File: src/hdl/ast_params.svh
// Timing counts and field positions for the asynchronous serial transceiver
`ifndef AST_PARAMS_SVH
`define AST_PARAMS_SVH
`define AST_CLK_PERIOD_NS   20
`define AST_TICKS_PER_BIT   16
`define AST_PHASE_LAST      4'hF
`define AST_SAMPLE_PHASE    4'h7
`define AST_OUT_CLK_BIT     3
`define AST_ERR_OVERRUN     0
`define AST_ERR_FRAMING     1
`define AST_ERR_PARITY      2
`define AST_DATA_W          8
`define AST_BUF_DEPTH       2
`define AST_BAUD_DIV_RESET  8'h00
`endif

File: src/hdl/ast_pkg.sv
// Types shared by the asynchronous serial transceiver files
package ast_pkg;
  typedef logic [2:0] ast_err_t;
  typedef logic [7:0] ast_byte_t;
  typedef enum logic [2:0] {
    AST_TX_PREAMBLE = 3'h0,
    AST_TX_IDLE     = 3'h1,
    AST_TX_START    = 3'h3,
    AST_TX_DATA     = 3'h2,
    AST_TX_PARITY   = 3'h6,
    AST_TX_STOP1    = 3'h7,
    AST_TX_STOP2    = 3'h5
  } ast_tx_state_e;
  typedef enum logic [2:0] {
    AST_RX_IDLE   = 3'h0,
    AST_RX_START  = 3'h1,
    AST_RX_DATA   = 3'h3,
    AST_RX_PARITY = 3'h2,
    AST_RX_STOP   = 3'h6
  } ast_rx_state_e;
endpackage

File: src/hdl/ast_stream_if.sv
// Valid/ready word carrier between the transceiver and its buffer
`timescale 1ns/10ps
interface ast_stream_if #(parameter int W = 9);
  logic         valid;
  logic         ready;
  logic [W-1:0] data;
  modport src (output valid, output data, input ready);
  modport snk (input valid, input data, output ready);
endinterface

File: src/hdl/ast_pair_buf.sv
// Two-entry flop buffer with valid and ready on both sides
`timescale 1ns/10ps
module ast_pair_buf #(
  parameter int W     = 9,
  parameter int DEPTH = 2
) (
  input  wire logic   i_clk,
  input  wire logic   i_rst_n,
  input  wire logic   i_ce,
  ast_stream_if.snk   s_in,
  ast_stream_if.src   s_out
);
  import ast_pkg::*;

  initial begin
    if (DEPTH != 2 || W < 1) begin
      $error("ast_pair_buf supports DEPTH 2 and W >= 1 only");
    end
  end

  logic [W-1:0] mem [2];
  logic         wr_ptr;
  logic         rd_ptr;
  logic [1:0]   count;
  wire          push = i_ce & s_in.valid & s_in.ready;
  wire          pop  = i_ce & s_out.valid & s_out.ready;

  assign s_in.ready  = (count != 2'h2);
  assign s_out.valid = (count != 2'h0);
  assign s_out.data  = mem[rd_ptr];

  always_ff @(posedge i_clk or negedge i_rst_n) begin
    if (!i_rst_n) begin
      wr_ptr <= 1'b0;
      rd_ptr <= 1'b0;
      count  <= 2'h0;
      mem[0] <= '0;
      mem[1] <= '0;
    end else begin
      if (push) begin
        mem[wr_ptr] <= s_in.data;
        wr_ptr      <= ~wr_ptr;
      end
      if (pop) begin
        rd_ptr <= ~rd_ptr;
      end
      if (push && !pop) begin
        count <= count + 2'h1;
      end else if (pop && !push) begin
        count <= count - 2'h1;
      end
    end
  end
endmodule

File: src/hdl/ast_serial_top.sv
// Asynchronous serial transceiver: clock select, framed transmit and receive, flags
`timescale 1ns/10ps
`include "ast_params.svh"

// Overview of operation
// [RQ1] Mode, external-source and pin-output selects decide clock source and clock pin role.
// [RQ2] An external clock must run at sixteen times the bit rate.
// [RQ3] Output clock runs at bit rate, rising edge at each bit centre.
// [RQ4] Line idles high; a low level begins a received character.
// [RQ5] Frame: low start, data LSB first, optional parity or tag, high stops.
// [RQ6] Twelve formats from length, parity, stop count and tag-format selects.
// [RQ7] Receiver syncs on start edge and samples each bit on eighth tick.
// [RQ8] Transmit and receive run independently, each double-buffered.
// [RQ9] Dropping transmit enable sets the empty flag and resets the shifter.
// [RQ10] Dropping receive enable keeps receive flags and received byte.
// [RQ11] After transmit enable, one idle frame of ones precedes the first character.
// [RQ12] Cleared empty flag means new data: copy to shifter, set flag, send.
// [RQ13] Transmit-empty request raised at the copy when its enable is set.
// [RQ14] During stop bit: chain next byte, or set done flag and request.
// [RQ15] Parity checked against odd or even selection when parity is on.
// [RQ16] First stop bit must be one; a second one is not checked.
// [RQ17] Good character with empty receive buffer is stored and sets full flag.
// [RQ18] Any receive error leaves full flag clear and halts reception until cleared.
// [RQ19] Full flag with receive interrupt enable requests receive-full.
// [RQ20] Any error flag with receive interrupt enable requests receive-error.
// [RQ21] Character completing while full flag still set raises overrun.
// [RQ22] Framing or parity error still stores the data into the buffer.
module ast_serial_top #(
  parameter int BAUD_DIV_W = 8
) (
  input  wire logic            i_clk,
  input  wire logic            i_rst_n,
  input  wire logic            i_ce,
  input  wire logic            i_sync_mode_sel,
  input  wire logic            i_clk_src_ext,
  input  wire logic            i_clk_pin_out,
  input  wire logic [BAUD_DIV_W-1:0] i_baud_div,
  input  wire logic            i_char_len7,
  input  wire logic            i_parity_on,
  input  wire logic            i_odd_parity_sel,
  input  wire logic            i_multiproc_format,
  input  wire logic            i_stop_count,
  input  wire logic            i_transmit_enable,
  input  wire logic            i_rx_enable_bit,
  input  wire logic            i_tx_empty_irq_en,
  input  wire logic            i_tx_done_irq_en,
  input  wire logic            i_rx_irq_en,
  input  wire logic            i_tx_valid,
  input  wire ast_pkg::ast_byte_t i_tx_data,
  input  wire logic            i_address_tag_bit,
  output logic                 o_tx_ready,
  input  wire logic            i_rx_full_clr,
  input  wire ast_pkg::ast_err_t i_err_clr,
  input  wire logic            i_sck,
  output logic                 o_sck,
  output logic                 o_sck_oe_n,
  input  wire logic            i_rx_line,
  output logic                 o_tx_line,
  output logic                 o_tx_empty_flag,
  output logic                 o_tx_done_flag,
  output logic                 o_rx_full_flag,
  output ast_pkg::ast_err_t    o_err_flags,
  output ast_pkg::ast_byte_t   o_rx_data_buffer,
  output logic                 o_rx_tag,
  output logic                 o_tx_empty_irq,
  output logic                 o_tx_done_irq,
  output logic                 o_rx_full_irq,
  output logic                 o_rx_error_irq
);
  import ast_pkg::*;

  initial begin
    if (BAUD_DIV_W < 1 || BAUD_DIV_W > 16) begin
      $error("ast_serial_top: BAUD_DIV_W must be 1..16");
    end
  end

  // Clock source and pin role
  logic                  sck_prev;
  logic [BAUD_DIV_W-1:0] div_cnt;
  logic [3:0]            tx_phase;
  wire ext_src   = i_clk_src_ext;                                      // [RQ1]
  wire pin_drive = ~i_clk_src_ext & (i_sync_mode_sel | i_clk_pin_out); // [RQ1]
  wire ext_tick  = i_sck & ~sck_prev;                                  // [RQ2]
  wire int_tick  = (div_cnt == i_baud_div);
  wire tick      = ext_src ? ext_tick : int_tick;
  wire bit_end   = tick & (tx_phase == `AST_PHASE_LAST);

  assign o_sck_oe_n = ~pin_drive;
  // High for the second half of each bit, so the rising edge lands mid-bit
  assign o_sck      = pin_drive & tx_phase[`AST_OUT_CLK_BIT];           // [RQ3]

  always_ff @(posedge i_clk or negedge i_rst_n) begin
    if (!i_rst_n) begin
      sck_prev <= 1'b0;
      div_cnt  <= BAUD_DIV_W'(`AST_BAUD_DIV_RESET);
      tx_phase <= 4'h0;
    end else if (i_ce) begin
      sck_prev <= i_sck;
      div_cnt  <= int_tick ? '0 : div_cnt + {{(BAUD_DIV_W-1){1'b0}}, 1'b1};
      if (tick) begin
        tx_phase <= tx_phase + 4'h1;
      end
    end
  end

  // Frame shape
  wire       has_extra  = i_multiproc_format | i_parity_on;            // [RQ6]
  wire [3:0] data_last  = i_char_len7 ? 4'h6 : 4'h7;                    // [RQ6]
  wire [3:0] frame_last = data_last + 4'h2 + {3'h0, has_extra} + {3'h0, i_stop_count};

  // Software-side buffer: pops only while the empty flag is set
  ast_stream_if #(.W(`AST_DATA_W + 1)) wr_if ();
  ast_stream_if #(.W(`AST_DATA_W + 1)) rd_if ();
  logic tx_empty;

  assign wr_if.valid = i_tx_valid;
  assign wr_if.data  = {i_address_tag_bit, i_tx_data};
  assign o_tx_ready  = wr_if.ready;
  assign rd_if.ready = tx_empty & i_transmit_enable;

  ast_pair_buf #(
    .W     (`AST_DATA_W + 1),
    .DEPTH (`AST_BUF_DEPTH)
  ) u_buf (
    .i_clk   (i_clk),
    .i_rst_n (i_rst_n),
    .i_ce    (i_ce),
    .s_in    (wr_if),
    .s_out   (rd_if)
  );

  // Transmitter
  ast_tx_state_e tx_state;
  ast_byte_t     tx_data_buffer;
  ast_byte_t     tx_shift_reg;
  logic          tx_tag_buf;
  logic          tx_extra_bit;
  logic          tx_done;
  logic          tx_chain;
  logic          tx_line;
  logic [3:0]    tx_cnt;
  // Writing the buffer and clearing the flag happen together at the pop
  wire tx_write     = i_ce & rd_if.valid & rd_if.ready;
  wire tx_last_stop = (tx_state == AST_TX_STOP1 && !i_stop_count) ||
                      (tx_state == AST_TX_STOP2);
  wire tx_have_new  = ~tx_empty;
  wire [7:0] tx_masked = i_char_len7 ? {1'b0, tx_data_buffer[6:0]} : tx_data_buffer;
  // Parity covers only the bits sent, so an unused top bit cannot flip it
  wire parity_calc  = ^tx_masked ^ i_odd_parity_sel;                     // [RQ5]

  always_ff @(posedge i_clk or negedge i_rst_n) begin
    if (!i_rst_n) begin
      tx_state       <= AST_TX_PREAMBLE;
      tx_data_buffer <= 8'h00;
      tx_shift_reg   <= 8'h00;
      tx_tag_buf     <= 1'b0;
      tx_extra_bit   <= 1'b0;
      tx_empty       <= 1'b1;
      tx_done        <= 1'b1;
      tx_chain       <= 1'b0;
      tx_line        <= 1'b1;
      tx_cnt         <= 4'h0;
    end else if (i_ce) begin
      if (!i_transmit_enable) begin
        tx_state     <= AST_TX_PREAMBLE;                               // [RQ9]
        tx_empty     <= 1'b1;                                          // [RQ9]
        tx_shift_reg <= 8'h00;                                         // [RQ9]
        tx_line      <= 1'b1;
        tx_cnt       <= 4'h0;
        tx_chain     <= 1'b0;
      end else begin
        if (tx_write) begin
          tx_data_buffer <= rd_if.data[7:0];
          tx_tag_buf     <= rd_if.data[8];
          tx_empty       <= 1'b0;
          tx_done        <= 1'b0;
        end
        if (bit_end) begin
          case (tx_state)
            AST_TX_PREAMBLE: begin
              tx_line <= 1'b1;                                         // [RQ11]
              tx_cnt  <= tx_cnt + 4'h1;
              if (tx_cnt == frame_last) begin                          // [RQ11]
                tx_state <= AST_TX_IDLE;
                tx_cnt   <= 4'h0;
              end
            end
            AST_TX_IDLE: begin
              tx_line <= 1'b1;                                         // [RQ4]
              if (tx_have_new) begin                                   // [RQ12]
                tx_shift_reg <= tx_masked;
                tx_extra_bit <= i_multiproc_format ? tx_tag_buf : parity_calc;
                tx_empty     <= 1'b1;                                  // [RQ12]
                tx_state     <= AST_TX_START;
                tx_line      <= 1'b0;                                  // [RQ5]
              end
            end
            AST_TX_START: begin
              tx_line      <= tx_shift_reg[0];                         // [RQ5]
              tx_shift_reg <= {1'b0, tx_shift_reg[7:1]};
              tx_cnt       <= 4'h0;
              tx_state     <= AST_TX_DATA;
            end
            AST_TX_DATA: begin
              if (tx_cnt == data_last) begin
                tx_cnt <= 4'h0;
                if (has_extra) begin                                   // [RQ6]
                  tx_line  <= tx_extra_bit;                            // [RQ5]
                  tx_state <= AST_TX_PARITY;
                end else begin
                  tx_line  <= 1'b1;
                  tx_state <= AST_TX_STOP1;
                end
              end else begin
                tx_cnt       <= tx_cnt + 4'h1;
                tx_line      <= tx_shift_reg[0];
                tx_shift_reg <= {1'b0, tx_shift_reg[7:1]};
              end
            end
            AST_TX_PARITY: begin
              tx_line  <= 1'b1;
              tx_state <= AST_TX_STOP1;
            end
            AST_TX_STOP1: begin
              tx_line  <= 1'b1;
              tx_state <= i_stop_count ? AST_TX_STOP2 : AST_TX_IDLE;   // [RQ6]
            end
            AST_TX_STOP2: begin
              tx_line  <= 1'b1;
              tx_state <= AST_TX_IDLE;
            end
            default: begin
              tx_line  <= 1'b1;
              tx_state <= AST_TX_PREAMBLE;
            end
          endcase
          // The empty flag is tested as the final stop bit begins
          if ((tx_state == AST_TX_PARITY || (tx_state == AST_TX_DATA &&
               tx_cnt == data_last && !has_extra)) && !i_stop_count ||
              (tx_state == AST_TX_STOP1 && i_stop_count)) begin
            if (tx_have_new) begin                                     // [RQ14]
              tx_chain <= 1'b1;
            end else begin
              tx_done  <= 1'b1;                                        // [RQ14]
              tx_chain <= 1'b0;
            end
          end
          if (tx_last_stop && tx_chain) begin                          // [RQ14]
            tx_shift_reg <= tx_masked;
            tx_extra_bit <= i_multiproc_format ? tx_tag_buf : parity_calc;
            tx_empty     <= 1'b1;                                      // [RQ12]
            tx_state     <= AST_TX_START;
            tx_line      <= 1'b0;
            tx_chain     <= 1'b0;
          end
        end
      end
    end
  end

  assign o_tx_line       = tx_line;
  assign o_tx_empty_flag = tx_empty;
  assign o_tx_done_flag  = tx_done;
  // Requests stay high while flag and enables are all set, so none is missed
  assign o_tx_empty_irq  = tx_empty & i_tx_empty_irq_en & i_transmit_enable; // [RQ13]
  assign o_tx_done_irq   = tx_done & i_tx_done_irq_en;                 // [RQ14]

  // Receiver, independent of the transmitter
  ast_rx_state_e rx_state;
  ast_byte_t     rx_shift_reg;
  ast_byte_t     rx_data_buffer;
  logic          rx_par_bit;
  logic          rx_tag;
  logic          rx_full;
  ast_err_t      err;
  logic [3:0]    rx_phase;
  logic [3:0]    rx_cnt;
  wire rx_run    = i_rx_enable_bit & (err == 3'h0);                    // [RQ18]
  wire rx_sample = tick & (rx_phase == `AST_SAMPLE_PHASE);             // [RQ7]
  wire [7:0] rx_word = i_char_len7 ? {1'b0, rx_shift_reg[7:1]} : rx_shift_reg;
  wire par_bad   = i_parity_on & ~i_multiproc_format &
                   ((^rx_word ^ rx_par_bit) != i_odd_parity_sel);      // [RQ15]
  wire stop_bad  = ~i_rx_line;                                         // [RQ16]
  wire rx_done   = rx_sample & rx_run & (rx_state == AST_RX_STOP);     // [RQ10]
  wire set_ovr   = rx_done & rx_full;                                  // [RQ21]
  wire set_fer   = rx_done & ~rx_full & stop_bad;                      // [RQ22]
  wire set_per   = rx_done & ~rx_full & par_bad;                       // [RQ22]
  wire store     = rx_done & ~rx_full;                                 // [RQ17]
  wire set_full  = store & ~stop_bad & ~par_bad;                       // [RQ17]

  always_ff @(posedge i_clk or negedge i_rst_n) begin
    if (!i_rst_n) begin
      rx_state       <= AST_RX_IDLE;
      rx_shift_reg   <= 8'h00;
      rx_data_buffer <= 8'h00;
      rx_par_bit     <= 1'b0;
      rx_tag         <= 1'b0;
      rx_full        <= 1'b0;
      err            <= 3'h0;
      rx_phase       <= 4'h0;
      rx_cnt         <= 4'h0;
    end else if (i_ce) begin
      // Set wins over a clear in the same cycle
      rx_full <= set_full | (rx_full & ~i_rx_full_clr);                // [RQ19]
      err[`AST_ERR_OVERRUN] <= set_ovr | (err[`AST_ERR_OVERRUN] & ~i_err_clr[`AST_ERR_OVERRUN]);
      err[`AST_ERR_FRAMING] <= set_fer | (err[`AST_ERR_FRAMING] & ~i_err_clr[`AST_ERR_FRAMING]);
      err[`AST_ERR_PARITY]  <= set_per | (err[`AST_ERR_PARITY] & ~i_err_clr[`AST_ERR_PARITY]);
      if (store) begin
        rx_data_buffer <= rx_word;                                     // [RQ22]
        rx_tag         <= rx_par_bit;
      end
      // Disabling only idles the receiver; flags and buffer keep their values
      if (!rx_run) begin
        rx_state <= AST_RX_IDLE;                                       // [RQ10]
      end else if (tick) begin
        rx_phase <= rx_phase + 4'h1;
        case (rx_state)
          AST_RX_IDLE: begin
            if (!i_rx_line) begin                                      // [RQ4]
              rx_state <= AST_RX_START;
              rx_phase <= 4'h1;                                        // [RQ7]
            end
          end
          AST_RX_START: begin
            if (rx_sample) begin
              // A glitch that is high at mid-bit is not a start bit
              rx_state <= i_rx_line ? AST_RX_IDLE : AST_RX_DATA;
              rx_cnt   <= 4'h0;
            end
          end
          AST_RX_DATA: begin
            if (rx_sample) begin
              rx_shift_reg <= {i_rx_line, rx_shift_reg[7:1]};          // [RQ7]
              rx_cnt       <= rx_cnt + 4'h1;
              if (rx_cnt == data_last) begin
                rx_state <= has_extra ? AST_RX_PARITY : AST_RX_STOP;
              end
            end
          end
          AST_RX_PARITY: begin
            if (rx_sample) begin
              rx_par_bit <= i_rx_line;
              rx_state   <= AST_RX_STOP;
            end
          end
          AST_RX_STOP: begin
            // Only the first stop bit is checked; the second reads as idle
            if (rx_sample) begin
              rx_state <= AST_RX_IDLE;                                 // [RQ16]
            end
          end
          default: begin
            rx_state <= AST_RX_IDLE;
          end
        endcase
      end
    end
  end

  assign o_rx_full_flag   = rx_full;
  assign o_err_flags      = err;
  assign o_rx_data_buffer = rx_data_buffer;
  assign o_rx_tag         = rx_tag;
  assign o_rx_full_irq    = rx_full & i_rx_irq_en;                     // [RQ19]
  assign o_rx_error_irq   = (err != 3'h0) & i_rx_irq_en;               // [RQ20]
  // Both directions share only the tick source and the length, parity and tag-format selects   // [RQ8]
endmodule

File: config.mk
export PLATFORM = sky130hd
export DESIGN_NAME = ast_serial_top
export DESIGN_NICKNAME = d
export VERILOG_FILES = /design/src/hdl/ast_pkg.sv /design/src/hdl/ast_stream_if.sv /design/src/hdl/ast_pair_buf.sv /design/src/hdl/ast_serial_top.sv
export VERILOG_INCLUDE_DIRS = /design/src /design/src/hdl
export SDC_FILE = /design/constraint.sdc
export NUM_CORES = 1
export LEC_CHECK = 0
export ABC_AREA = 1
export BUFFER_PORTS_ARGS = -buffer_cell sky130_fd_sc_hd__clkbuf_2
export CORE_ASPECT_RATIO = 0.75
export CORE_MARGIN = 3
export CORE_UTILIZATION = 35
export CTS_CLUSTER_SIZE = 20
export DETAILED_ROUTE_END_ITERATION = 6
export MAX_ROUTING_LAYER = met4
export PLACE_DENSITY_LB_ADDON = 0.15
export SLEW_MARGIN = 20
export SYNTH_ARGS = -nofsm -noshare
export SYNTH_HDL_FRONTEND = slang
export SYNTH_SLANG_ARGS = --single-unit
export TNS_END_PERCENT = 100
File: constraint.sdc
create_clock -name i_clk -period 1.7 [get_ports i_clk]
set_input_delay 0.255 -clock i_clk [delete_from_list [all_inputs] [get_ports i_clk]]
set_output_delay 0.255 -clock i_clk [all_outputs]
set_load 0.005 [all_outputs]
# Word level (Yosys, flattened, before mapping)
# Cells that the tools add are included.
[op_classes] addsub=10 order_cmp=3 eq_ne=36 muxes=75 bitwise=53 reduce_logical=41
[ops] op="two-way mux 8 bit" count=8
[ops] op="two-way mux 3 bit" count=16
[ops] op="two-way mux 9 bit" count=4
[ops] op="two-way mux 4 bit" count=8
[ops] op="AND 1 bit" count=30
[ops] op="two-way mux 1 bit" count=28
[ops] op="AND reduction 5 bit" count=5
[ops] op="one-hot mux 8 bit (3 select lines)" count=1
[ops] op="one-hot mux 3 bit (7 select lines)" count=1
[ops] op="bitwise mux 18 bit" count=1
[ops] op="inequality test 3 bit, second input constant" count=6
[ops] op="adder 4 x 1 -> 4 bit, second input constant" count=4
[ops] op="XOR reduction 8 bit" count=2
[ops] op="one-hot mux 3 bit (5 select lines)" count=1
[ops] op="inverter 1 bit" count=13
[ops] op="equality test 3 x 2 -> 1 bit, second input constant" count=4
[ops] op="equality test 3 bit, second input constant" count=4
[ops] op="one-hot mux 4 bit (3 select lines)" count=1
[ops] op="AND reduction 3 bit" count=4
[ops] op="demux 9 bit (select 1 bit)" count=1
[ops] op="logical AND 1 bit" count=9
[ops] op="zero test 3 bit" count=3
[ops] op="adder 4 x 1 -> 4 bit" count=2
[ops] op="adder 8 x 1 -> 8 bit, second input constant" count=1
[ops] op="other kinds (32)" count=61
[word_totals] ff_bits=97 input_bits=40 output_inout_bits=23 word_cells=245

# Logic depth before layout (Yosys ltp)
# Gate-level depths: netlist (run 1).
[logic_depth] word_depth=11 depth_mapped=15

# By module
# A second synthesis (run 1) with hierarchy kept.
[unflattened] cells_unflattened=713 hier_area_um2=5565.3
[modules_own_cells] mod="ast_serial_top" instances=1 cells_each=576 area_per_inst_um2=4453.0
[modules_own_cells] mod="ast_pair_buf" instances=1 cells_each=137 area_per_inst_um2=1112.3

# Least setup slack after synthesis (run 1)
# Ideal clock, no wire load.
[synth_path] path_kind="register to register" start="reg tx_empty (netlist: o_tx_empty_flag)" end="reg u_buf.count[1]" arrival_time_ns=1.783 setup_slack_ns=-0.207 path_stages_with_launch=9 synth_period_minus_slack_ns=1.907 cell_sequence="dfstp_2 > inv_1 > nor3_1 > buf_2 > inv_1 > ha_1 > a21oi_1 > o21ai_0 > xnor2_1"
[synth_via] elab_chain_len=5 elab_cells_between_ends=7 cone_classes="mux (1); bitwise (2); reduce/logical (4)"
[synth_rtl] item="from (decl)" line_no="ast_serial_top.sv:115" source="logic tx_empty;"
[synth_rtl] item="from (signal assigned)" line_no="ast_serial_top.sv:159" source="tx_empty <= 1'b1;"
[synth_rtl] item="from (signal assigned)" line_no="ast_serial_top.sv:167" source="tx_empty <= 1'b1;"
[synth_rtl] item="from (signal assigned)" line_no="ast_serial_top.sv:176" source="tx_empty <= 1'b0;"
[synth_rtl] item="AND 1 bit (*)" line_no="ast_serial_top.sv:120" source="assign rd_if.ready = tx_empty & i_transmit_enable;"
[synth_rtl] item="AND 1 bit (*)" line_no="ast_pair_buf.sv:26" source="wire pop = i_ce & s_out.valid & s_out.ready;"
[synth_rtl] item="zero test 1 bit" line_no="ast_pair_buf.sv:47" source="if (push && !pop) begin"
[synth_rtl] item="logical AND 1 bit" line_no="ast_pair_buf.sv:47"
[synth_rtl] item="two-way mux 2 bit / nonzero test 2 bit (equally long branches)"
[synth_rtl] item="to (signal assigned)" line_no="ast_pair_buf.sv:48" source="count <= count + 2'h1;"
[synth_rtl] item="to (signal assigned)" line_no="ast_pair_buf.sv:50" source="count <= count - 2'h1;"
[synth_rtl] item="to (decl)" line_no="ast_pair_buf.sv:24" source="logic [1:0] count;"
# Every way passes the cells marked *; elsewhere a longest branch is shown, timed or not.
# A chain may end at the register's enable or synchronous reset.

# Final worst setup path (run 1)
[layout_path] start="reg div_cnt[2]" end="reg rx_data_buffer[3] (netlist: o_rx_data_buffer[3])"
[layout_via] elab_chain_len=7
[layout_rtl] item="from (decl)" line_no="ast_serial_top.sv:80" source="logic [BAUD_DIV_W-1:0] div_cnt;"
[layout_rtl] item="from (signal assigned)" line_no="ast_serial_top.sv:96" source="div_cnt <= BAUD_DIV_W'(`AST_BAUD_DIV_RESET);"
[layout_rtl] item="from (signal assigned)" line_no="ast_serial_top.sv:100" source="div_cnt <= int_tick ? '0 : div_cnt + {{(BAUD_DIV_W-1){1'b0}}, 1'b1};"
[layout_rtl] item="equality test 8 bit" line_no="ast_serial_top.sv:85" source="wire int_tick = (div_cnt == i_baud_div);"
[layout_rtl] item="two-way mux 1 bit" line_no="ast_serial_top.sv:86" source="wire tick = ext_src ? ext_tick : int_tick;"
[layout_rtl] item="AND 1 bit" line_no="ast_serial_top.sv:280" source="wire rx_sample = tick & (rx_phase == `AST_SAMPLE_PHASE);"
[layout_rtl] item="AND 1 bit (2 in series)" line_no="ast_serial_top.sv:285" source="wire rx_done = rx_sample & rx_run & (rx_state == AST_RX_STOP);"
[layout_rtl] item="AND 1 bit" line_no="ast_serial_top.sv:289" source="wire store = rx_done & ~rx_full;"
[layout_rtl] item="AND reduction 2 bit (no source line)"
[layout_rtl] item="to (signal assigned)" line_no="ast_serial_top.sv:310" source="rx_data_buffer <= rx_word;"
[layout_rtl] item="to (decl)" line_no="ast_serial_top.sv:272" source="ast_byte_t rx_data_buffer;"
# Every way passes these cells.

==> results of run 1 <==
==> tightest hold or removal path, delay by kind of cell <==
kind	cells	cell delay, ns
AO/OA/AOI/OAI	1	0.06
buffers and inverters	1	0.09
AND/OR/NAND/NOR	1	0.04
==> worst min-delay path by stage <==
stage	to	slack, ns	depth (start not counted)
floorplan	div_cnt[0]$_DFFE_PN0P_	-0.04	0
global placement	tx_cnt[0]$_DFFE_PN0P_	0.28	1
detailed placement	tx_cnt[0]$_DFFE_PN0P_	0.28	1
CTS	sck_prev$_DFFE_PN0P_	0.12	3
global route	sck_prev$_DFFE_PN0P_	0.13	3
finish	sck_prev$_DFFE_PN0P_	0.13	3
==> layout by cell type (no fill, tap or decap), drive strengths merged, types with 2 or more instances in the layout <==
cell	instances
nor3	10
xor2	11
xnor2	16
buf	72
o211ai	2
nor2	49
nand2	225
clkinv	3
ha	6
dfrtp	94
o2111ai	2
a21oi	13
o31ai	2
o21ai	88
inv	87
or2	4
nand3	40
nand4	10
clkbuf	72
o21bai	9
nand3b	2
a31oi	10
dfstp	3
==> cell type report <==
class                   instances  area share
inverters                      87      0.0471
clock inverters                 5     0.00901
clock buffers                  11      0.0328
multi-input cells             504       0.402
well taps                     200      0.0353
repair buffers                134       0.130
flip-flops and latches         97       0.343
==> metrics by stage <==
step	cell area, um2	total power, W	setup slack (ns)	instances	hold slack (ns)
after floorplan	5490	0.00564	-0.0250	704	-0.0406
after CTS	6780	0.00887	-0.0108	1025	0.124
after detailed placement	6420	0.00671	-0.298	1006	0.285
final	7090	0.00903	-0.0462	1038	0.129
after global placement	6420	0.00659	-0.230	1006	0.284
after global routing	7090	0.00973	-0.178	1038	0.133
==> power by group <==
| group | internal (W) | switching, W |
|---|---|---|
| logic | 0.00152 | 0.00187 |
| clock network | 0.00115 | 0.000906 |
| registers | 0.00300 | 0.000584 |
==> cells by family after synthesis <==
family          after synthesis
simple gates                337
flops                        97
buf+inv                     107
compound gates              129
xor+xnor                     27
fa+ha+maj                     7
==> layer usage <==
layer / wire (um) / track usage / up-vias
met2: 6100 / 0.245 / 106
met5: 0 / - / -
li1: - / - / 2525
met3: 542 / 0.0364 / 20
met4: 235 / 0.0512 / 0
met1: 7160 / 0.241 / 2280
==> what timing repair did <==
item	CTS	global route
endpoints found under the setup margin	34	54
gates cloned	0	4
hold endpoints to repair	33	0
resized for setup	10	62
hold buffers	1	0
setup buffers	2	9
pin swaps	5	23
==> metrics.md, run 1 <==
| Metric | Value |
|---|---|
| Critical path type | reg2reg |
| Skew final | 0.00980 ns |
| PortBufs | 62 |
| WP buf/inv | 1 |
| Syn Inst Count | 704 |
| Outcome | finished, violations left |
| Avg Inst Size Synth | 7.76 um2 |
| DRT antenna net count | 0 |
| Mapped Area | 5470 um2 |
| Synth warn | 0 |
| I/O pins | 63 |
| Syn-to-layout area delta | 29.6% |
| Clock transition at path regs | 0.07 ns |
| Slew of the pin with the lowest slew margin | 0.547 ns |
| CP endpoint kind | flop |
| Grt ovf | 0 |
| Routability cong. | 0.894 |
| Synth Area in Compound Gates | 0.139 |
| EDFF count, synth | 0 |
| Top cell type's share of synthesized area | 0.430 |
| Max reg flops | 18 |
| Top-count cell post-synth | nand2_1 |
| RSZ-0062 raised after global routing | true |
| Post-route clock period utilization | 1.03 |
| Critical path arrival | 1.99 ns |
| Wire length per cell | 13.5 um |
| Fillers | 1489 |
| Cts bufs inserted | 9 |
| Worst Slack Setup Final | -0.0462 ns |
| Core ar. | 14900 um2 |
| Die height | 114 um |
| Layout Utilization | 0.476 |
| Worst Setup SP | div_cnt[2]$_DFFE_PN0P_ |
| Die Footprint | 17200 um2 |
| Hold Vio Cnt, Final | 0 |
| FFs w/ async S/R, synth | 1.00 |
| Most instantiated cells after synthesis | nand2_1 (215), dfrtp_1 (94), inv_1 (78), o21ai_0 (69), nor2_1 (41) |
| Slew margin rel. | 0.635 |
| VDD IR max | 0.564 mV |
| Simple-gate share of the synthesized area | 0.274 |
| Power per cell area | 1270 nW/um2 |
| Initial core utilization | 0.367 |
| DRT Pass-1 Iters | 5 |
| Register bit count reported by yosys | 97 |
| Via count | 4931 |
| Fraction of the mapped netlist area in adder cells | 0.0174 |
| Post-synthesis sequential area ratio | 0.445 |
| Multi-input logic area | 2850 um2 |
| Root Buffer | clkbuf_16 |
| Synth unique cells | 42 |
| Final setup violation count | 10 |
| Largest net degree at the start of global routing | 40 |
| Worst-Skew Late Latency | 0.35 ns |
| Post-synthesis mux area share | 0 |
| Layout cell share with drive strength beyond 1 | 0.290 |
| CTS Buffer Depth | 2 |
| Initial antenna violation count | 0 |
| Fmax | 573 MHz |
| Nets@finish | 880 |
| DRC | 0 |
| Vias in the first global route | 4555 |
| H-tree levels | 3 |
| R2R depth | 11 |
| Area leader, netlist | dfrtp_1 |
| Syn Nets | 751 |
| Routed wire length | 14.0 mm |
| R2R Path Start | div_cnt[2]$_DFFE_PN0P_ |
| Max-cap violations | 0 |
| Antenna diode count | 0 |
| Largest family of logic cells by synthesized area | simple AND/OR/NAND/NOR gates |
| Failing checks | setup timing |
| # clock sinks | 97 |
| Hold Path Class | in2reg |
| Vias/cell | 4.75 |
| Cells taking the most area after synthesis | dfrtp_1 (43%), nand2_1 (15%), o21ai_0 (6.3%) |
| Reg2reg setup slack | -0.05 ns |
| CP max stage delay | 0.41 ns |
| Crit. path cell count | 11 |
| CP cell instances | xnor2_2, nand2_1, nor2_2, nand3_2, nand2_4, nand3_4, nor2_4, buf_12, nand2_4, nand2_1, o21ai_2 |
| Delay-heaviest family, CP | simple AND/OR/NAND/NOR gates |
| Initial drt markers | 297 |
| Dominant synthesized flop cell | dfrtp_1 |
| Leak | 3.51 nW |
| Final slew viol count | 0 |
| GR Util All Layers | 0.170 |
| Min-Delay Startpoint | i_sck |
| Setup TNS | -0.271 ns |
| Reg area | 2430 um2 |
| End of the critical path | o_rx_data_buffer[3]$_DFFE_PN0P_ |
| First-pass GRT wire length | 22.4 mm |
| Req. time, crit path | 1.95 ns |
| Synth Area in XOR/XNOR | 0.0433 |
| Top reg by flops | u_buf.mem |
| Die W | 150 um |
| Reg-to-Reg End | o_rx_data_buffer[3]$_DFFE_PN0P_ |
| CP max FO | 5 |
| Startpoint type of the worst setup path | flop |
| Slowest cell on crit path | dfrtp_1 |
| CTS tree | yes |
| Hpwl dp | 10.3 mm |
| Min Tclk post-route | 1.75 ns |
| FP Rows | 38 |
(Power assumes the default switching activity.)
==> run 2: changes to the inputs <==
--- a/config.mk
+++ b/config.mk
@@ -7,7 +7,7 @@
 export NUM_CORES = 1
 export LEC_CHECK = 0
 export ABC_AREA = 1
-export BUFFER_PORTS_ARGS = -buffer_cell sky130_fd_sc_hd__clkbuf_2
+export BUFFER_PORTS_ARGS = -buffer_cell sky130_fd_sc_hd__buf_2
 export CORE_ASPECT_RATIO = 0.75
 export CORE_MARGIN = 3
 export CORE_UTILIZATION = 35
==> metrics.md, run 2 (synthesis gave the netlist of run 1 again) <==
| Metric | Value |
|---|---|
| Outcome | finished, violations left |
| Failing checks | setup timing |
| Core ar. | 14900 um2 (unchanged) |
| P_int | 0.00550 W (-3.0%) |
| CTS Buffer Depth | 2 (unchanged) |
| Syn-to-layout area delta | 27.4% |
| GR Util All Layers | 0.174 (+0.00371) |
| Final setup violation count | 6 (-4) |
| Vias/cell | 4.76 (+0.15%) |
| H-tree levels | 3 (unchanged) |
| Final slew viol count | 0 (unchanged) |
| CP endpoint kind | flop |
| Leak | 3.45 nW (-1.7%) |
| Grt ovf | 0 (unchanged) |
| Root Buffer | clkbuf_16 |
| Die height | 114 um (unchanged) |
| R2R depth | 11 (unchanged) |
| Total power | 0.00884 W (-2.0%) |
| Skew final | 0.0108 ns (+0.000988 ns) |
| Min-Delay Startpoint | i_sck |
| Fmax | 579 MHz (+1.1%) |
| R2R Path Start | div_cnt[2]$_DFFE_PN0P_ |
| Slew of the pin with the lowest slew margin | 0.460 ns (-0.0871 ns) |
| Hold Path Class | in2reg |
| PortBufs | 62 (unchanged) |
| Slew margin rel. | 0.691 (+0.0557) |
| Layout cell share with drive strength beyond 1 | 0.266 (-0.0240) |
| Via count | 4891 (-0.81%) |
| Worst Slack Setup Final | -0.0272 ns (+0.0190 ns) |
| Commonest non-fill, non-tap cell in the layout | nand2_1 |
| Req. time, crit path | 1.94 ns (about the same) |
| RSZ-0062 raised after global routing | true |
| Max reg flops | 18 (unchanged) |
| Worst-Skew Late Latency | 0.35 ns (about the same) |
| Reg2reg setup slack | -0.03 ns (+0.02 ns) |
| Initial drt markers | 319 (+7.4%) |
| Clock Power Share | 0.229 (about the same) |
| DRT Pass-1 Iters | 5 (unchanged) |
| Hold slack | 0.138 ns (+0.00933 ns) |
| # clock sinks | 97 (unchanged) |
| Startpoint type of the worst setup path | flop |
| P_sw | 0.00334 W (-0.39%) |
| Fin cells | 1028 (-0.96%) |
| Hold Path Sink | sck_prev$_DFFE_PN0P_ |
| Post-route clock period utilization | 1.02 (-0.0112) |
| Routability cong. | 0.884 (-1.1%) |
| Sw Ratio | 0.378 (+0.00621) |
| Clock transition at path regs | 0.07 ns (about the same) |
| Wire length per cell | 13.6 um (+0.70%) |
| Max-cap violations | 0 (unchanged) |
| Reg area | 2430 um2 (about the same) |
| CTS tree | yes |
| Most frequent cells in the layout | nand2_1 (206), dfrtp_1 (93), inv_1 (74), buf_2 (61), buf_4 (55) |
| Part of the power in registers | 0.403 (+0.006) |
| Nets@finish | 869 (-1.3%) |
| Min Tclk post-route | 1.73 ns (-0.0190 ns) |
| Fillers | 1473 (-1.1%) |
| Vias in the first global route | 4671 (+2.5%) |
| Hold Vio Cnt, Final | 0 (unchanged) |
| Hold path cells | 3 (unchanged) |
| Top reg by flops | u_buf.mem |
| Initial core utilization | 0.367 (unchanged) |
| Multi-input logic area | 2790 um2 (-2.1%) |
| Critical path arrival | 1.97 ns (-0.02 ns) |
| Routed wire length | 14.0 mm (-0.27%) |
| First-pass GRT wire length | 23.0 mm (+2.5%) |
| Die W | 150 um (unchanged) |
| I/O pins | 63 (unchanged) |
| FP Rows | 38 (unchanged) |
| Die Footprint | 17200 um2 (unchanged) |
| Combinational Power Share | 0.369 (-0.006) |
| Critical path type | reg2reg |
| Hpwl dp | 10.2 mm (-1.0%) |
| VDD IR max | 0.664 mV (+18%) |
| Largest net degree at the start of global routing | 43 (+7.5%) |
| DRC | 0 (unchanged) |
| Initial antenna violation count | 1 (+1) |
| DRT antenna net count | 0 (unchanged) |
| CP max FO | 5 (unchanged) |
| Reg-to-Reg End | o_rx_data_buffer[5]$_DFFE_PN0P_ |
| Power per cell area | 1270 nW/um2 (-0.28%) |
| Placed insts | 1001 (-0.50%) |
| Cts bufs inserted | 9 (unchanged) |
## run 2: changes by cell type in the layout (fill, tap and decap cells not counted), moves of 9 or more
cell / delta
clkbuf_2: -61
nand2_2: -9
nand2_1: +9
buf_2: +61
buf_4: -9
## run 2: worst max-delay path, cell delays in order (launching register included)
cell and delay, ns:
dfrtp_1 0.40, xnor2_1 0.16, nand2_1 0.08, nor2_2 0.14
nand3_2 0.10, nand2_4 0.12, nand3_4 0.11, nor2_4 0.12
buf_12 0.14, nand2_4 0.08, nand2_1 0.08, o21ai_1 0.06
## run 2: routing by layer
metal,up-vias,track usage,part of all wire
met1,2269,0.249,0.51
li1,2507,-,-
met4,0,0.0536,0.013
met5,-,-,0
met3,11,0.0321,0.043
met2,104,0.251,0.43
## run 2: metrics by stage
step	util	setup WS, ns	area [um2]	TNS (ns)
final	0.468	-0.0272	6960	-0.0546
after floorplan	-	-0.0250	5490	-0.0787
after detailed placement	0.429	-0.285	6390	-1.91
after CTS	0.453	-0.00373	6740	-0.00373
after global placement	0.429	-0.217	6390	-1.23
after global routing	0.468	-0.150	6960	-4.06
## run 2: power by group through the flow
stage / clock (W) / combinational [W] / sequential [W]
6_report: 0.00202 / 0.00326 / 0.00356
3_5_place_dp: 0 / 0.00313 / 0.00359
3_3_place_gp: 0 / 0.00303 / 0.00356
4_1_cts: 0.00210 / 0.00319 / 0.00355
5_1_grt: 0.00218 / 0.00372 / 0.00366
2_1_floorplan: 0 / 0.00220 / 0.00343
## run 2: area by class of cell
| class | count | share of cell area |
|---|---|---|
| diodes | 1 | 0.000359 |
| flip-flops and latches | 97 | 0.349 |
| inverters | 87 | 0.0500 |
| clock buffers | 11 | 0.0349 |
| clock inverters | 5 | 0.00647 |
| well taps | 200 | 0.0359 |
| multi-input cells | 503 | 0.401 |
| repair buffers | 124 | 0.122 |
## run 2: worst max-delay path by stage
stage | startpoint | to | slack [ns] | cells after the start
6_report | div_cnt[2]$_DFFE_PN0P_ | o_rx_data_buffer[5]$_DFFE_PN0P_ | -0.03 | 11
5_1_grt | div_cnt[0]$_DFFE_PN0P_ | o_rx_data_buffer[5]$_DFFE_PN0P_ | -0.15 | 11
4_1_cts | div_cnt[2]$_DFFE_PN0P_ | rx_state[0]$_DFFE_PN0P_ | -0.004 | 11
3_5_place_dp | i_parity_on | tx_state[1]$_DFFE_PN0P_ | -0.28 | 12
3_3_place_gp | i_parity_on | tx_state[1]$_DFFE_PN0P_ | -0.22 | 12
2_1_floorplan | i_parity_on | tx_state[1]$_DFFE_PN0P_ | -0.03 | 11
## run 2: timing repair
item                                    CTS  global route
buffers inserted                          2             4
hold buffers                              1             0
endpoints found under the setup margin   30            53
pin swaps                                 3            18
gates resized for setup                   8            52
gates cloned                              0             3
endpoints found under the hold margin    16             0
==> run 3: changes to the inputs <==
==> constraint.sdc (replaced) <==
create_clock -name i_clk -period 1.8 [get_ports i_clk]
set_input_delay 0.27 -clock i_clk [delete_from_list [all_inputs] [get_ports i_clk]]
set_output_delay 0.27 -clock i_clk [all_outputs]
set_load 0.005 [all_outputs]
==> metrics.md, run 3 (synthesis gave the netlist of run 1 again) <==
| Metric | Value |
|---|---|
| Fmax | 580 MHz (+0.17%) |
| Outcome | completed |
| P_int | 0.00514 W (-6.6%) |
| PortBufs | 62 (unchanged) |
| DP Area | 6310 um2 (-1.3%) |
| P_sw | 0.00318 W (-4.7%) |
| # clock sinks | 97 (unchanged) |
| Final slew viol count | 0 (unchanged) |
| Antenna diode count | 0 (-1) |
| Hold Vio Cnt, Final | 0 (unchanged) |
| Worst-Skew Late Latency | 0.36 ns (about the same) |
| Nets@finish | 862 (-0.81%) |
| First-pass GRT wire length | 22.6 mm (-2.0%) |
| CTS Buffer Depth | 2 (unchanged) |
| Most frequent cells in the layout | nand2_1 (209), dfrtp_1 (94), inv_1 (75), o21ai_0 (64), buf_2 (61) |
| Hpwl dp | 10.2 mm (-0.49%) |
| GR Util All Layers | 0.171 (-0.00290) |
| Vias/cell | 4.80 (+0.95%) |
| Setup TNS | 0 ns (+0.0546 ns) |
| Cts bufs inserted | 9 (unchanged) |
| I/O pins | 63 (unchanged) |
| FP Rows | 38 (unchanged) |
| Skew final | 0.00421 ns (-0.00658 ns) |
| DRT antenna net count | 0 (unchanged) |
| Final setup violation count | 0 (-6) |
| Core ar. | 14900 um2 (unchanged) |
| Die height | 114 um (unchanged) |
| Root Buffer | clkbuf_16 |
| Max-cap violations | 0 (unchanged) |
| Req. time, crit path | 2.04 ns (+0.10 ns) |
| Vias in the first global route | 4566 (-2.2%) |
| Critical path arrival | 1.97 ns (about the same) |
| Initial core utilization | 0.367 (unchanged) |
| Slew margin rel. | 0.643 (-0.0480) |
| Cell area after layout | 6810 um2 (-2.1%) |
| DRT Pass-1 Iters | 5 (unchanged) |
| Layout cell share with drive strength beyond 1 | 0.254 (-0.0124) |
| CP max FO | 19 (+14) |
| RSZ-0062 raised after global routing | true |
| VDD IR max | 0.558 mV (-16%) |
| Clock Power Share | 0.237 (+0.008) |
| Die Footprint | 17200 um2 (unchanged) |
| Grt ovf | 0 (unchanged) |
| Clock transition at path regs | 0.07 ns (about the same) |
| Wire length per cell | 13.5 um (-0.66%) |
| Sw Ratio | 0.383 (+0.00466) |
| Power per cell area | 1220 nW/um2 (-3.9%) |
| Slew of the pin with the lowest slew margin | 0.534 ns (+0.0743 ns) |
| Combinational Power Share | 0.356 (-0.013) |
| Min Tclk post-route | 1.72 ns (-0.00299 ns) |
| Largest net degree at the start of global routing | 40 (-7.0%) |
| Top reg by flops | u_buf.mem |
| Reg2reg setup slack | 0.08 ns (+0.10 ns) |
| CP endpoint kind | flop |
| Initial antenna violation count | 0 (-1) |
| Hold Path Class | in2reg |
| Via count | 4899 (+0.16%) |
| Die W | 150 um (unchanged) |
| H-tree levels | 3 (unchanged) |
| Layout Utilization | 0.458 (-0.0100) |
| Routability cong. | 0.975 (+10%) |
| Leak | 3.42 nW (-0.90%) |
| DRC | 0 (unchanged) |
| Initial drt markers | 307 (-3.8%) |
| Part of the power in registers | 0.406 (+0.003) |
| Max reg flops | 18 (unchanged) |
| CTS tree | yes |
| Hold slack | 0.131 ns (-0.00731 ns) |
| Syn-to-layout area delta | 24.6% |
| Critical path type | reg2reg |
| Routed wire length | 13.8 mm (-1.4%) |
| Post-route clock period utilization | 0.958 (-0.0581) |
| Commonest non-fill, non-tap cell in the layout | nand2_1 |
| Pre-CTS setup slack | -0.198 ns (+0.0869 ns) |
| Startpoint type of the worst setup path | flop |
| Worst Slack Setup Final | 0.0758 ns (+0.103 ns) |
-- run 3: final cells by class --
type / count / area [um2]
clock inverters: 6 / 56.3
multi-input cells: 500 / 2720
well taps: 200 / 250
repair buffers: 120 / 787
inverters: 87 / 329
clock buffers: 10 / 239
flip-flops and latches: 97 / 2430
fillers: 1485 / 8070
-- run 3: path summary, 6_finish.rpt --
check                                                        to  cells past startpoint                            start
worst max-delay path            o_rx_data_buffer[4]$_DFFE_PN0P_                      8       o_err_flags[0]$_DFFE_PN0P_
worst min-delay path                       sck_prev$_DFFE_PN0P_                      3                            i_sck
worst max register to register  o_rx_data_buffer[4]$_DFFE_PN0P_                      8       o_err_flags[0]$_DFFE_PN0P_
worst min register to register  o_rx_data_buffer[6]$_DFFE_PN0P_                      2  o_rx_data_buffer[6]$_DFFE_PN0P_
max in group asynchronous                 rx_cnt[1]$_DFFE_PN0P_                      3                          i_rst_n
min in group asynchronous                 tx_cnt[3]$_DFFE_PN0P_                      2                          i_rst_n
-- run 3: power by group through the flow --
stage                     clock network (W)  registers, W  logic (W)
final                               0.00197       0.00338    0.00296
after global routing                0.00210       0.00347    0.00340
after CTS                           0.00202       0.00337    0.00285
after detailed placement                  0       0.00340    0.00282
after global placement                    0       0.00338    0.00275
after floorplan                           0       0.00324    0.00207
-- run 3: repair_timing --
action                                 in CTS  in global routing
setup endpoints to repair                  12                 39
pin swaps                                   0                 13
resized for setup                           3                 33
endpoints found under the hold margin      39                  0
hold buffers                                1                  0
setup buffers                               0                  8
-- run 3: through the flow --
step | instances | total power [W]
finish | 1020 | 0.00832
detailed placement | 995 | 0.00622
floorplan | 704 | 0.00532
CTS | 1012 | 0.00824
global route | 1020 | 0.00897
global placement | 995 | 0.00613
-- run 3: layer usage --
metal / vias up / track usage / share of wire / wire length (um)
li1: 2486 / - / - / -
met1: 2268 / 0.248 / 0.51 / 7060
met2: 131 / 0.236 / 0.42 / 5800
met3: 14 / 0.0408 / 0.053 / 729
met4: 0 / 0.0536 / 0.015 / 204
met5: - / - / 0 / 0
-- run 3: worst max-delay path, cell delays in order (launching register included) --
cell	delay, ns
dfrtp_1	0.41
inv_1	0.08
nand4_1	0.29
nor2_4	0.26
nand3_4	0.13
nor2_4	0.15
nand2_8	0.13
nand2_1	0.08
o21ai_1	0.06
